==> config.mk <==
export PLATFORM = sky130hd
export DESIGN_NAME = smc_decoder
export DESIGN_NICKNAME = d
export VERILOG_FILES = /design/src/rtl/smc_pkg.sv /design/src/rtl/smc_param_if.sv /design/src/rtl/smc_param_store.sv /design/src/rtl/smc_decoder.sv
export SDC_FILE = /design/constraint.sdc
export NUM_CORES = 2
export LEC_CHECK = 0
export BUFFER_PORTS_ARGS = -buffer_cell sky130_fd_sc_hd__buf_4
export CORE_ASPECT_RATIO = 0.75
export CORE_MARGIN = 2
export CORE_UTILIZATION = 64
export DETAILED_ROUTE_END_ITERATION = 16
export HOLD_SLACK_MARGIN = 0.1
export PLACE_DENSITY = 0.91
export SLEW_MARGIN = 20
export SYNTH_ARGS = -nofsm -noshare
export SYNTH_HDL_FRONTEND = slang
export SYNTH_SLANG_ARGS = --single-unit
==> constraint.sdc <==
create_clock -name core_clk -period 25.4 [get_ports core_clk]
set_clock_uncertainty 0.05 [all_clocks]
set_input_delay 1.27 -clock core_clk [delete_from_list [all_inputs] [get_ports core_clk]]
set_output_delay 1.27 -clock core_clk [all_outputs]
set_load 0.1 [all_outputs]
==> src/rtl/smc_pkg.sv <==
// Package: constants, types and field layout of the motion command decoder
// ==========================================================================
// Behaviour
// Driver enable gates motor current; config error refuses
// Master keeps reserved option bits at zero
// Preset from parameter or scaled encoder position
// Position preset clears move-complete and position-invalid
// Proximity bit gates the home input
// Run assembled: blend or dwell by bit
// Dwell move uses dwell time word
// Blend direction bit selects clockwise or counter-clockwise
// Indexed bit defers move to start input
// Master holds image during indexed move
// Jog or registration move by bit
// Program-assembled fall with persist bit stores move
// Flash result blinks LED, then lockout
// Encoder preset with persist bit stores offset
// Current from default or parameter word
// Current update alone or with moves
// Absolute move code, 24-bit signed target
// Relative move code, 24-bit signed distance
// Master keeps parameters within limits
// Hold ignores all parameter words
// Resume keeps original target position
// Unused parameter words never cause errors
// Commands act on rising bits, program-assembled on its falling bit
// Master raises one request bit per update
// Run-assembled edge starts stored move
// Hold decelerates, move stays resumable
// Parameters sampled with the command edge
package smc_pkg;

  // ========================================================================
  // Request word bit positions
  localparam int REQ_ABSOLUTE = 0;
  localparam int REQ_RELATIVE = 1;
  localparam int REQ_HOLD = 2;
  localparam int REQ_RESUME = 3;
  localparam int REQ_JOG_CW = 7;
  localparam int REQ_JOG_CCW = 8;
  localparam int REQ_PRESET_POS = 9;
  localparam int REQ_PROGRAM_ASM = 12;
  localparam int REQ_RUN_ASM = 13;
  localparam int REQ_PRESET_ENC = 14;

  // ========================================================================
  // Option word bit positions
  localparam int OPT_CURRENT_SEL = 1;
  localparam int OPT_BLEND_CCW = 4;
  localparam int OPT_PERSIST = 5;
  localparam int OPT_REGISTRATION = 7;
  localparam int OPT_INDEXED = 8;
  localparam int OPT_DWELL = 9;
  localparam int OPT_PROX_GATE = 11;
  localparam int OPT_PRESET_FEEDBACK = 13;
  localparam int OPT_DRIVER_ENABLE = 15;
  localparam logic [15:0] OPT_RESERVED_MASK = 16'h544D;

  // ========================================================================
  // Parameter limits
  localparam logic signed [31:0] POS_MIN = -32'sd8388608;
  localparam logic signed [31:0] POS_MAX = 32'sd8388607;
  localparam logic [31:0] SPEED_MAX = 32'h002D_C6BF;
  localparam logic [15:0] RATE_MIN = 16'h0001;
  localparam logic [15:0] RATE_MAX = 16'h1388;
  localparam logic [15:0] CURRENT_MAX = 16'h0036;

  // ========================================================================
  // Timing
  localparam int CLK_HZ = 125000000;
  localparam int LED_FAST_HZ = 4;
  localparam int LED_SLOW_HZ = 1;
  localparam int LED_FAST_HALF = CLK_HZ / (2 * LED_FAST_HZ);
  localparam int LED_SLOW_HALF = CLK_HZ / (2 * LED_SLOW_HZ);
  localparam int DIV_STEPS = 48;

  // ========================================================================
  // Types
  typedef enum logic [4:0] {
    ST_IDLE = 5'h01,
    ST_ARMED = 5'h02,
    ST_DIVIDE = 5'h04,
    ST_FLASH = 5'h08,
    ST_LOCKED = 5'h10
  } smc_state_type;

  typedef enum logic [5:0] {
    MV_NONE = 6'h00,
    MV_ABSOLUTE = 6'h01,
    MV_RELATIVE = 6'h02,
    MV_JOG = 6'h04,
    MV_REGISTRATION = 6'h08,
    MV_BLEND = 6'h10,
    MV_DWELL = 6'h20
  } smc_move_type;

  typedef struct packed {
    logic [31:0] position;
    logic [31:0] speed;
    logic [15:0] accel;
    logic [15:0] decel;
    logic [15:0] current;
    logic [15:0] jerk;
    logic [15:0] dwell;
  } smc_params_type;

endpackage

==> src/rtl/smc_param_if.sv <==
// Interface: parameter words between decoder and parameter store
`timescale 1ns/1ps
interface smc_param_if;
  smc_pkg::smc_params_type raw;
  smc_pkg::smc_params_type held;
  logic cap_all;
  logic cap_target;
  modport ctrl (output raw, output cap_all, output cap_target, input held);
  modport store (input raw, input cap_all, input cap_target, output held);
endinterface

==> src/rtl/smc_param_store.sv <==
// Module: parameter set captured at the accepted command edge
`timescale 1ns/1ps
module smc_param_store (
  input wire logic core_clk, // System clock
  input wire logic rst_n, // Synchronous reset, active low
  smc_param_if.store prm // Raw words in, held set out
);

  // ========================================================================
  // Capture; target kept apart so a resume cannot move it
  always_ff @(posedge core_clk) begin
    if (!rst_n) begin
      prm.held <= '0;
    end else begin
      if (prm.cap_all) begin
        prm.held.speed <= prm.raw.speed;
        prm.held.accel <= prm.raw.accel;
        prm.held.decel <= prm.raw.decel;
        prm.held.current <= prm.raw.current;
        prm.held.jerk <= prm.raw.jerk;
        prm.held.dwell <= prm.raw.dwell;
      end
      if (prm.cap_target) begin
        prm.held.position <= prm.raw.position;
      end
    end
  end

endmodule // smc_param_store

==> src/rtl/smc_decoder.sv <==
// Module: command image decoder of the stepper indexer
`timescale 1ns/1ps
module smc_decoder #(
  parameter int FAST_HALF_CYCLES = smc_pkg::LED_FAST_HALF,
  parameter int SLOW_HALF_CYCLES = smc_pkg::LED_SLOW_HALF
) (
  input wire logic core_clk, // System clock, 125 MHz
  input wire logic rst_n, // Synchronous reset, active low
  input wire logic image_valid, // Pulse: new output image present
  input wire logic [15:0] command_request_word, // Request bits
  input wire logic [15:0] command_option_word, // Option bits
  input wire logic [31:0] target_position, // Signed position word
  input wire logic [31:0] programmed_speed, // Speed word
  input wire logic [15:0] accel_rate, // Acceleration word
  input wire logic [15:0] decel_rate, // Deceleration word
  input wire logic [15:0] drive_amps_setting, // Motor current word
  input wire logic [15:0] accel_jerk, // Jerk word
  input wire logic [15:0] dwell_time, // Dwell time word, ms
  input wire logic config_error, // Configuration error present
  input wire logic use_prox_gate, // Home proximity gate configured
  input wire logic home_in, // Home input level
  input wire logic start_in, // Indexer start input level
  input wire logic move_active, // Motion generator busy
  input wire logic [31:0] encoder_position, // Signed encoder position
  input wire logic [15:0] motor_steps_per_turn, // Motor steps per turn
  input wire logic [15:0] encoder_pulses_per_turn, // Encoder pulses per turn
  input wire logic [15:0] default_current, // Configured default current
  input wire logic flash_done, // Pulse: flash write finished
  input wire logic flash_ok, // Flash write result, with flash_done
  output logic motor_current_on, // Motor current applied
  output logic [15:0] motor_current_setting, // Current in use
  output logic move_start, // Pulse: start move
  output smc_pkg::smc_move_type move_kind, // Kind of move started
  output logic move_dir_ccw, // Move direction
  output logic [31:0] move_target, // Target or distance
  output logic [31:0] move_speed, // Speed
  output logic [15:0] move_accel, // Acceleration
  output logic [15:0] move_decel, // Deceleration
  output logic [15:0] move_jerk, // Jerk
  output logic [15:0] move_dwell, // Dwell time
  output logic hold_req, // Pulse: hold running move
  output logic resume_req, // Pulse: resume held move
  output logic move_held, // A held move is resumable
  output logic index_pending, // Move waits for start input
  output logic preset_load, // Pulse: load motor position
  output logic [31:0] preset_value, // Motor position to load
  output logic clear_move_complete, // Pulse: clear move-complete
  output logic clear_position_invalid, // Pulse: clear position-invalid
  output logic encoder_preset, // Pulse: preset encoder
  output logic home_gated, // Home input after gating
  output logic flash_write, // Pulse: start flash write
  output logic flash_offset, // Flash write holds encoder offset
  output logic offset_stored_ack, // Offset stored without error
  output logic err_led_green, // Error LED green
  output logic locked, // Awaiting power cycle
  output logic param_error, // Command refused for bad parameter
  output logic reserved_error // Reserved option bit seen set
);

  // ========================================================================
  // Functions
  function automatic logic pos_in_range(input logic [31:0] p);
    pos_in_range = ($signed(p) >= smc_pkg::POS_MIN) && ($signed(p) <= smc_pkg::POS_MAX);
  endfunction

  function automatic logic rate_ok(input logic [15:0] r);
    rate_ok = (r >= smc_pkg::RATE_MIN) && (r <= smc_pkg::RATE_MAX);
  endfunction

  function automatic logic motion_ok(input logic [31:0] s, input logic [15:0] a, input logic [15:0] d,
                                     input logic [15:0] j, input logic [15:0] c, input logic use_c);
    motion_ok = (s <= smc_pkg::SPEED_MAX) && rate_ok(a) && rate_ok(d) && (j <= smc_pkg::RATE_MAX) &&
                (!use_c || (c <= smc_pkg::CURRENT_MAX));
  endfunction

  // ========================================================================
  // Parameter store
  smc_param_if prm ();

  smc_param_store u_store (
    .core_clk(core_clk),
    .rst_n(rst_n),
    .prm(prm)
  );

  assign prm.raw.position = target_position;
  assign prm.raw.speed = programmed_speed;
  assign prm.raw.accel = accel_rate;
  assign prm.raw.decel = decel_rate;
  assign prm.raw.current = drive_amps_setting;
  assign prm.raw.jerk = accel_jerk;
  assign prm.raw.dwell = dwell_time;

  assign move_target = prm.held.position;
  assign move_speed = prm.held.speed;
  assign move_accel = prm.held.accel;
  assign move_decel = prm.held.decel;
  assign move_jerk = prm.held.jerk;
  assign move_dwell = prm.held.dwell;

  // ========================================================================
  // Edge detection
  smc_pkg::smc_state_type state_q;
  logic [15:0] req_prev_q;
  logic [15:0] opt_q;
  logic start_prev_q;
  logic [15:0] rise;
  logic asm_fall;
  logic opt_cur_rise;
  logic live;
  logic move_edge;
  logic move_params_ok;
  logic start_rise;

  assign live = (state_q == smc_pkg::ST_IDLE) || (state_q == smc_pkg::ST_ARMED);
  assign rise = (image_valid && live) ? (command_request_word & ~req_prev_q) : 16'h0000;
  assign asm_fall = image_valid && live && req_prev_q[smc_pkg::REQ_PROGRAM_ASM] &&
                    !command_request_word[smc_pkg::REQ_PROGRAM_ASM];
  assign opt_cur_rise = image_valid && live && command_option_word[smc_pkg::OPT_CURRENT_SEL] &&
                        !opt_q[smc_pkg::OPT_CURRENT_SEL];
  assign move_edge = rise[smc_pkg::REQ_ABSOLUTE] | rise[smc_pkg::REQ_RELATIVE] | rise[smc_pkg::REQ_JOG_CW] |
                     rise[smc_pkg::REQ_JOG_CCW] | rise[smc_pkg::REQ_RUN_ASM];
  assign start_rise = start_in && !start_prev_q;

  // Only words a command uses are checked; the rest may hold anything
  always_comb begin
    move_params_ok = 1'b1;
    if (rise[smc_pkg::REQ_ABSOLUTE] || rise[smc_pkg::REQ_RELATIVE]) begin
      move_params_ok = pos_in_range(target_position) &&
                       motion_ok(programmed_speed, accel_rate, decel_rate, accel_jerk, drive_amps_setting,
                                 command_option_word[smc_pkg::OPT_CURRENT_SEL]);
    end else if (rise[smc_pkg::REQ_JOG_CW] || rise[smc_pkg::REQ_JOG_CCW]) begin
      move_params_ok = motion_ok(programmed_speed, accel_rate, decel_rate, 16'h0000, 16'h0000, 1'b0);
    end
  end

  always_ff @(posedge core_clk) begin
    if (!rst_n) begin
      req_prev_q <= 16'h0000;
      opt_q <= 16'h0000;
    end else if (image_valid) begin
      req_prev_q <= command_request_word;
      opt_q <= command_option_word;
    end
  end

  always_ff @(posedge core_clk) begin
    if (!rst_n) begin
      start_prev_q <= 1'b0;
    end else begin
      start_prev_q <= start_in;
    end
  end

  // ========================================================================
  // Driver enable, home gate, reserved bits
  always_ff @(posedge core_clk) begin
    if (!rst_n) begin
      motor_current_on <= 1'b0;
      home_gated <= 1'b0;
      reserved_error <= 1'b0;
    end else begin
      motor_current_on <= opt_q[smc_pkg::OPT_DRIVER_ENABLE] && !config_error;
      home_gated <= home_in && (!use_prox_gate || opt_q[smc_pkg::OPT_PROX_GATE]);
      if (image_valid && ((command_option_word & smc_pkg::OPT_RESERVED_MASK) != 16'h0000)) begin
        reserved_error <= 1'b1;
      end else if (rise != 16'h0000) begin
        reserved_error <= 1'b0;
      end
    end
  end

  // ========================================================================
  // Move kind, direction, capture strobes
  logic launch_now;
  logic arm_now;

  assign launch_now = move_edge && move_params_ok && !command_option_word[smc_pkg::OPT_INDEXED];
  assign arm_now = move_edge && move_params_ok && command_option_word[smc_pkg::OPT_INDEXED];
  assign prm.cap_all = (move_edge && move_params_ok) || (rise[smc_pkg::REQ_RESUME] && move_held);
  assign prm.cap_target = (rise[smc_pkg::REQ_ABSOLUTE] || rise[smc_pkg::REQ_RELATIVE]) && move_params_ok;

  always_ff @(posedge core_clk) begin
    if (!rst_n) begin
      move_kind <= smc_pkg::MV_NONE;
      move_dir_ccw <= 1'b0;
    end else if (move_edge && move_params_ok) begin
      if (rise[smc_pkg::REQ_ABSOLUTE]) begin
        move_kind <= smc_pkg::MV_ABSOLUTE;
        move_dir_ccw <= 1'b0;
      end else if (rise[smc_pkg::REQ_RELATIVE]) begin
        move_kind <= smc_pkg::MV_RELATIVE;
        move_dir_ccw <= 1'b0;
      end else if (rise[smc_pkg::REQ_RUN_ASM]) begin
        if (command_option_word[smc_pkg::OPT_DWELL]) begin
          move_kind <= smc_pkg::MV_DWELL;
          move_dir_ccw <= 1'b0;
        end else begin
          move_kind <= smc_pkg::MV_BLEND;
          move_dir_ccw <= command_option_word[smc_pkg::OPT_BLEND_CCW];
        end
      end else begin
        move_kind <= command_option_word[smc_pkg::OPT_REGISTRATION] ? smc_pkg::MV_REGISTRATION :
                     smc_pkg::MV_JOG;
        move_dir_ccw <= rise[smc_pkg::REQ_JOG_CCW];
      end
    end
  end

  // ========================================================================
  // Motor current selection
  always_ff @(posedge core_clk) begin
    if (!rst_n) begin
      motor_current_setting <= 16'h0000;
    end else if (move_edge && move_params_ok) begin
      motor_current_setting <= command_option_word[smc_pkg::OPT_CURRENT_SEL] ? drive_amps_setting :
                               default_current;
    end else if (opt_cur_rise && drive_amps_setting <= smc_pkg::CURRENT_MAX) begin
      motor_current_setting <= drive_amps_setting;
    end
  end

  // ========================================================================
  // Start, hold, resume
  always_ff @(posedge core_clk) begin
    if (!rst_n) begin
      move_start <= 1'b0;
      hold_req <= 1'b0;
      resume_req <= 1'b0;
      move_held <= 1'b0;
    end else begin
      move_start <= launch_now || (state_q == smc_pkg::ST_ARMED && start_rise && !move_edge);
      hold_req <= rise[smc_pkg::REQ_HOLD];
      resume_req <= rise[smc_pkg::REQ_RESUME] && move_held;
      if (move_edge || (rise[smc_pkg::REQ_RESUME] && move_held)) begin
        move_held <= 1'b0;
      end else if (rise[smc_pkg::REQ_HOLD] && move_active) begin
        move_held <= 1'b1;
      end
    end
  end

  always_ff @(posedge core_clk) begin
    if (!rst_n) begin
      param_error <= 1'b0;
    end else if (move_edge && !move_params_ok) begin
      param_error <= 1'b1;
    end else if (state_q == smc_pkg::ST_DIVIDE && encoder_pulses_per_turn == 16'h0000) begin
      param_error <= 1'b1;
    end else if (move_edge) begin
      param_error <= 1'b0;
    end
  end

  // ========================================================================
  // Preset position from feedback: iterative divide
  logic [47:0] quo_q;
  logic [16:0] rem_q;
  logic [5:0] div_cnt_q;
  logic neg_q;
  logic [16:0] rem_shift;
  logic rem_fits;
  logic [31:0] enc_mag;

  assign enc_mag = encoder_position[31] ? (32'h0000_0000 - encoder_position) : encoder_position;
  assign rem_shift = {rem_q[15:0], quo_q[47]};
  assign rem_fits = rem_shift >= {1'b0, encoder_pulses_per_turn};

  always_ff @(posedge core_clk) begin
    if (!rst_n) begin
      quo_q <= 48'h0000_0000_0000;
      rem_q <= 17'h00000;
      div_cnt_q <= 6'h00;
      neg_q <= 1'b0;
    end else if (rise[smc_pkg::REQ_PRESET_POS] && command_option_word[smc_pkg::OPT_PRESET_FEEDBACK]) begin
      quo_q <= {16'h0000, enc_mag} * {32'h0000_0000, motor_steps_per_turn};
      rem_q <= 17'h00000;
      div_cnt_q <= 6'h00;
      neg_q <= encoder_position[31];
    end else if (state_q == smc_pkg::ST_DIVIDE) begin
      quo_q <= {quo_q[46:0], rem_fits};
      rem_q <= rem_fits ? (rem_shift - {1'b0, encoder_pulses_per_turn}) : rem_shift;
      div_cnt_q <= div_cnt_q + 6'h01;
    end
  end

  always_ff @(posedge core_clk) begin
    if (!rst_n) begin
      preset_load <= 1'b0;
      preset_value <= 32'h0000_0000;
    end else if (rise[smc_pkg::REQ_PRESET_POS] && !command_option_word[smc_pkg::OPT_PRESET_FEEDBACK]) begin
      preset_load <= 1'b1;
      preset_value <= target_position;
    end else if (state_q == smc_pkg::ST_DIVIDE && div_cnt_q == 6'(smc_pkg::DIV_STEPS - 1) &&
                 encoder_pulses_per_turn != 16'h0000) begin
      preset_load <= 1'b1;
      preset_value <= neg_q ? (32'h0000_0000 - {quo_q[30:0], rem_fits}) : {quo_q[30:0], rem_fits};
    end else begin
      preset_load <= 1'b0;
    end
  end

  assign clear_move_complete = preset_load;
  assign clear_position_invalid = preset_load;

  // ========================================================================
  // Flash writes and encoder preset
  always_ff @(posedge core_clk) begin
    if (!rst_n) begin
      encoder_preset <= 1'b0;
      flash_write <= 1'b0;
      flash_offset <= 1'b0;
    end else begin
      encoder_preset <= rise[smc_pkg::REQ_PRESET_ENC];
      flash_write <= (asm_fall || rise[smc_pkg::REQ_PRESET_ENC]) &&
                     command_option_word[smc_pkg::OPT_PERSIST];
      if (rise[smc_pkg::REQ_PRESET_ENC]) begin
        flash_offset <= 1'b1;
      end else if (asm_fall) begin
        flash_offset <= 1'b0;
      end
    end
  end

  // Set wins over clear on a new encoder preset edge
  always_ff @(posedge core_clk) begin
    if (!rst_n) begin
      offset_stored_ack <= 1'b0;
    end else if (state_q == smc_pkg::ST_FLASH && flash_done && flash_ok && flash_offset) begin
      offset_stored_ack <= 1'b1;
    end else if (rise[smc_pkg::REQ_PRESET_ENC]) begin
      offset_stored_ack <= 1'b0;
    end
  end

  // ========================================================================
  // Control state
  always_ff @(posedge core_clk) begin
    if (!rst_n) begin
      state_q <= smc_pkg::ST_IDLE;
    end else begin
      case (state_q)
        smc_pkg::ST_IDLE, smc_pkg::ST_ARMED: begin
          if ((asm_fall || rise[smc_pkg::REQ_PRESET_ENC]) && command_option_word[smc_pkg::OPT_PERSIST]) begin
            state_q <= smc_pkg::ST_FLASH;
          end else if (rise[smc_pkg::REQ_PRESET_POS] && command_option_word[smc_pkg::OPT_PRESET_FEEDBACK]) begin
            state_q <= smc_pkg::ST_DIVIDE;
          end else if (arm_now) begin
            state_q <= smc_pkg::ST_ARMED;
          end else if (move_edge || (state_q == smc_pkg::ST_ARMED && start_rise)) begin
            state_q <= smc_pkg::ST_IDLE;
          end
        end
        smc_pkg::ST_DIVIDE: begin
          if (div_cnt_q == 6'(smc_pkg::DIV_STEPS - 1) || encoder_pulses_per_turn == 16'h0000) begin
            state_q <= smc_pkg::ST_IDLE;
          end
        end
        smc_pkg::ST_FLASH: begin
          if (flash_done) begin
            state_q <= flash_offset ? smc_pkg::ST_IDLE : smc_pkg::ST_LOCKED;
          end
        end
        smc_pkg::ST_LOCKED: begin
          state_q <= smc_pkg::ST_LOCKED;
        end
        default: begin
          state_q <= smc_pkg::ST_IDLE;
        end
      endcase
    end
  end

  assign index_pending = (state_q == smc_pkg::ST_ARMED);
  assign locked = (state_q == smc_pkg::ST_LOCKED);

  // ========================================================================
  // LED blink divider: enable pulse each half period
  logic [25:0] blink_cnt_q;
  logic result_ok_q;
  logic blink_tick;
  logic [25:0] half_limit;

  assign half_limit = result_ok_q ? 26'(FAST_HALF_CYCLES - 1) : 26'(SLOW_HALF_CYCLES - 1);
  assign blink_tick = locked && (blink_cnt_q == half_limit);

  always_ff @(posedge core_clk) begin
    if (!rst_n) begin
      result_ok_q <= 1'b0;
    end else if (state_q == smc_pkg::ST_FLASH && flash_done) begin
      result_ok_q <= flash_ok;
    end
  end

  always_ff @(posedge core_clk) begin
    if (!rst_n) begin
      blink_cnt_q <= 26'h0000000;
      err_led_green <= 1'b0;
    end else if (locked) begin
      blink_cnt_q <= blink_tick ? 26'h0000000 : blink_cnt_q + 26'h0000001;
      if (blink_tick) begin
        err_led_green <= !err_led_green;
      end
    end
  end

endmodule // smc_decoder

==> flow_summary_export.csv <==
group,metric,value,unit
die,chipWidth,260,um
cells_and_area,area_growth,16.2,%
cts,htreeDepth,2,
cells_and_area,finalInstanceArea,36500,sq um
synthesis,synth-main-ff-cell,"dfxtp_1",
sta,fin_crit_sh,39.0,%
synthesis,yosysWarningCount,0,
placed_design,place_area,35300,sq um
cts,cts_tree,"done",
die,core-area,48600,sq um
routing,first_iter_violations,2963,
placed_design,gp_congestion,0.925,
cells_and_area,regArea,6410,sq um
worst_setup_path,path_buf_inv,5,
worst_setup_path,crit_family,"adder cells",
sta,rsz0062_at_grt,"no",
synthesis,synth_edf_count,0,
worst_setup_path,cp_slowest_cell,"or4_1",
placed_design,portBuffers,466,
die,ioPinCount,467,
sta,fin_tns_setup,0,ns
routing,wl_per_cell,20.0,um
synthesis,ys_ff_latch,320,
cts,insertion_delay,0.58,ns
grt,grt_pass1_vias,28600,
synthesis,yosysSeqAreaShare,20.4,%
cts,cts.path.max_buffers,3,
cts,post_cts_resized,0,
cells_and_area,drive_gt1_share,14.5,%
grt,antenna_found_initial,8,
routing,finalWirelength,94400,um
sta,fmax,101,MHz
die,dieArea,50900,sq um
synthesis,synth_nets,4564,
routing,drtAntennaViolNets,0,
grt,grt_overflow,0,
sta,worst_pin_slew,1.11,ns
die,num_rows,70,
routing,vias,28400,
cts,cts_inserted_buffers,34,
hold_path,hp-class,"reg -> reg",
worst_setup_path,endpoint_kind,"flop",
synthesis,syn-cell-area,31400,sq um
cts,cts.sinks,320,
worst_setup_path,r2r_cells,17,
cts,cts-root-buf,"clkbuf_16",
sta,setup_violations,0,
cts,ctsHoldBuffers,0,
cells_and_area,utilization,75.2,%
grt,grt_pass1_wl,150000,um
worst_setup_path,arrival,10.28,ns
synthesis,syn_avg_cell_area,8.41,sq um
cts,post-cts-setup-buffer-count,0,
synthesis,yosysMostFrequentCell,"nand2_1",
sta,final.setup.worst_slack,15.48,ns
cells_and_area,multi_input_area,22600,sq um
status,status,"finished, final reports clean",
cells_and_area,fill_cells,3187,
worst_setup_path,worst-path-max-fanout,16,
die,die_y,196,um
synthesis,ys_types,71,
synthesis,synth_top_area_share,26.7,%
sta,slew_headroom,25.8,%
sta,finalMaxSlewViolations,0,
routing,drt-pass1-iter-count,6,
placed_design,place_ws,14.98,ns
routing,via_per_inst,6.01,
sta,finalCriticalPeriod,9.92,ns
synthesis,synthTopCellsByArea,"fa_1, dfxtp_1, nand2_1",
synthesis,synth_area_leader_cell,"fa_1",
worst_setup_path,critPathKind,"in -> reg",
flow_run,max_cap_violations,0,
cts,clk_pin_slew,0.06,ns
grt,grt_use_total,37.0,%
worst_setup_path,cp_num_cells,30,
worst_setup_path,cp_common_cell,"fa_1",
worst_setup_path,critPathMaxStageDelay,0.62,ns
sta,finalHoldViolations,0,
placed_design,dp_hpwl,70100,um
synthesis,netlist_instances,3739,
cells_and_area,num-nets-final,4874,
grt,grt_max_degree,128,
synthesis,ys_top_cells_by_count,"nand2_1, inv_1, fa_1",
synthesis,async_flop_share,0,%
die,initial_utilization,64.7,%
routing,drc,0,
worst_setup_path,start_kind,"input pin",
worst_setup_path,cp_data_required_time,25.77,ns
hold_path,hold_depth,2,
==> kinds of logic after synthesis <==
group | share of synthesized area (%)
simple gates | 21.3
compound gates | 11.2
flops | 20.4
buf+inv | 8.41
xor+xnor | 3.87
fa+ha+maj | 32.3
mux | 2.58
==> per-layer routing <==
| metal | wire length, um | share of wire, % | global-route usage (%) |
|---|---|---|---|
| met2 | 45100 | 48 | 60.9 |
| met5 | 8 | 0.0085 | 0 |
| met4 | 6000 | 6.4 | 21.2 |
| met1 | 34100 | 36 | 45.5 |
| met3 | 9190 | 9.7 | 7.52 |
==> path summary, 6_finish.rpt <==
path / start / end / slack, ns
setup reg to reg: rem_q[2] / preset_value[22] / 19.42
hold / removal: opt_q[11] / home_gated / 0.40
hold reg to reg: opt_q[11] / home_gated / 0.40
setup / recovery: encoder_position[16] / quo_q[43] / 15.48
==> worst min-delay path, delay by kind of cell, from the launching register on <==
family	cells	cell delay (ns)
flip-flops	1	0.31
buffers and inverters	1	0.05
AO/OA/AOI/OAI	1	0.05
==> registers in the layout (all words and copies together), names as in the netlist, 3 cells and up <==
signal and flops:
u_store.prm.held 128, state_q 5, preset_value 32, req_prev_q 16, div_cnt_q 6, opt_q 3
rem_q 16, quo_q 48, move_kind 6, motor_current_setting 16, blink_cnt_q 26
==> cell type report <==
| class | count | share of cell area [%] |
|---|---|---|
| tap | 648 | 2.22 |
| inverter | 485 | 4.98 |
| clock inverter | 11 | 0.712 |
| sequential | 320 | 17.5 |
| antenna | 7 | 0.0479 |
| multi-input combinational | 2718 | 61.8 |
| clock buffer | 47 | 2.60 |
| timing repair buffer | 490 | 10.1 |
==> per-stage QoR <==
step	std cells	hold WS, ns
floorplan	3739	0.370
global placement	4661	0.377
detailed placement	4661	0.382
CTS	4719	0.391
global route	4726	0.407
finish	4726	0.395
==> cell usage in the layout (no fill, tap or decap), types with 11 or more instances in the layout <==
cell type	netlist	routed
o211a_1	24	24
or4_1	11	11
nor3_1	39	37
or3_1	12	11
mux2i_1	81	81
a31oi_1	11	11
nor4_1	28	27
nand4_1	20	20
a21o_1	28	28
o41ai_1	12	12
o31ai_1	22	22
ha_1	140	140
nor2b_1	83	83
and2_1	235	235
o21bai_1	13	13
o21ai_0	203	202
nor2_1	114	112
nand3_1	162	162
clkbuf_16	0	34
o21a_1	11	11
nand2b_1	12	12
a21oi_1	117	117
xnor2_2	0	21
xnor2_1	74	53
a22o_1	17	17
and3_1	15	15
inv_1	485	485
buf_4	2	489
dfxtp_1	320	320
xor2_1	65	65
nand2_1	614	612
fa_1	419	419
a211oi_1	21	21
Power is left out: the tool's default activity adds up to more than one toggle a clock period on the data nets, which glitch-free logic cannot reach.
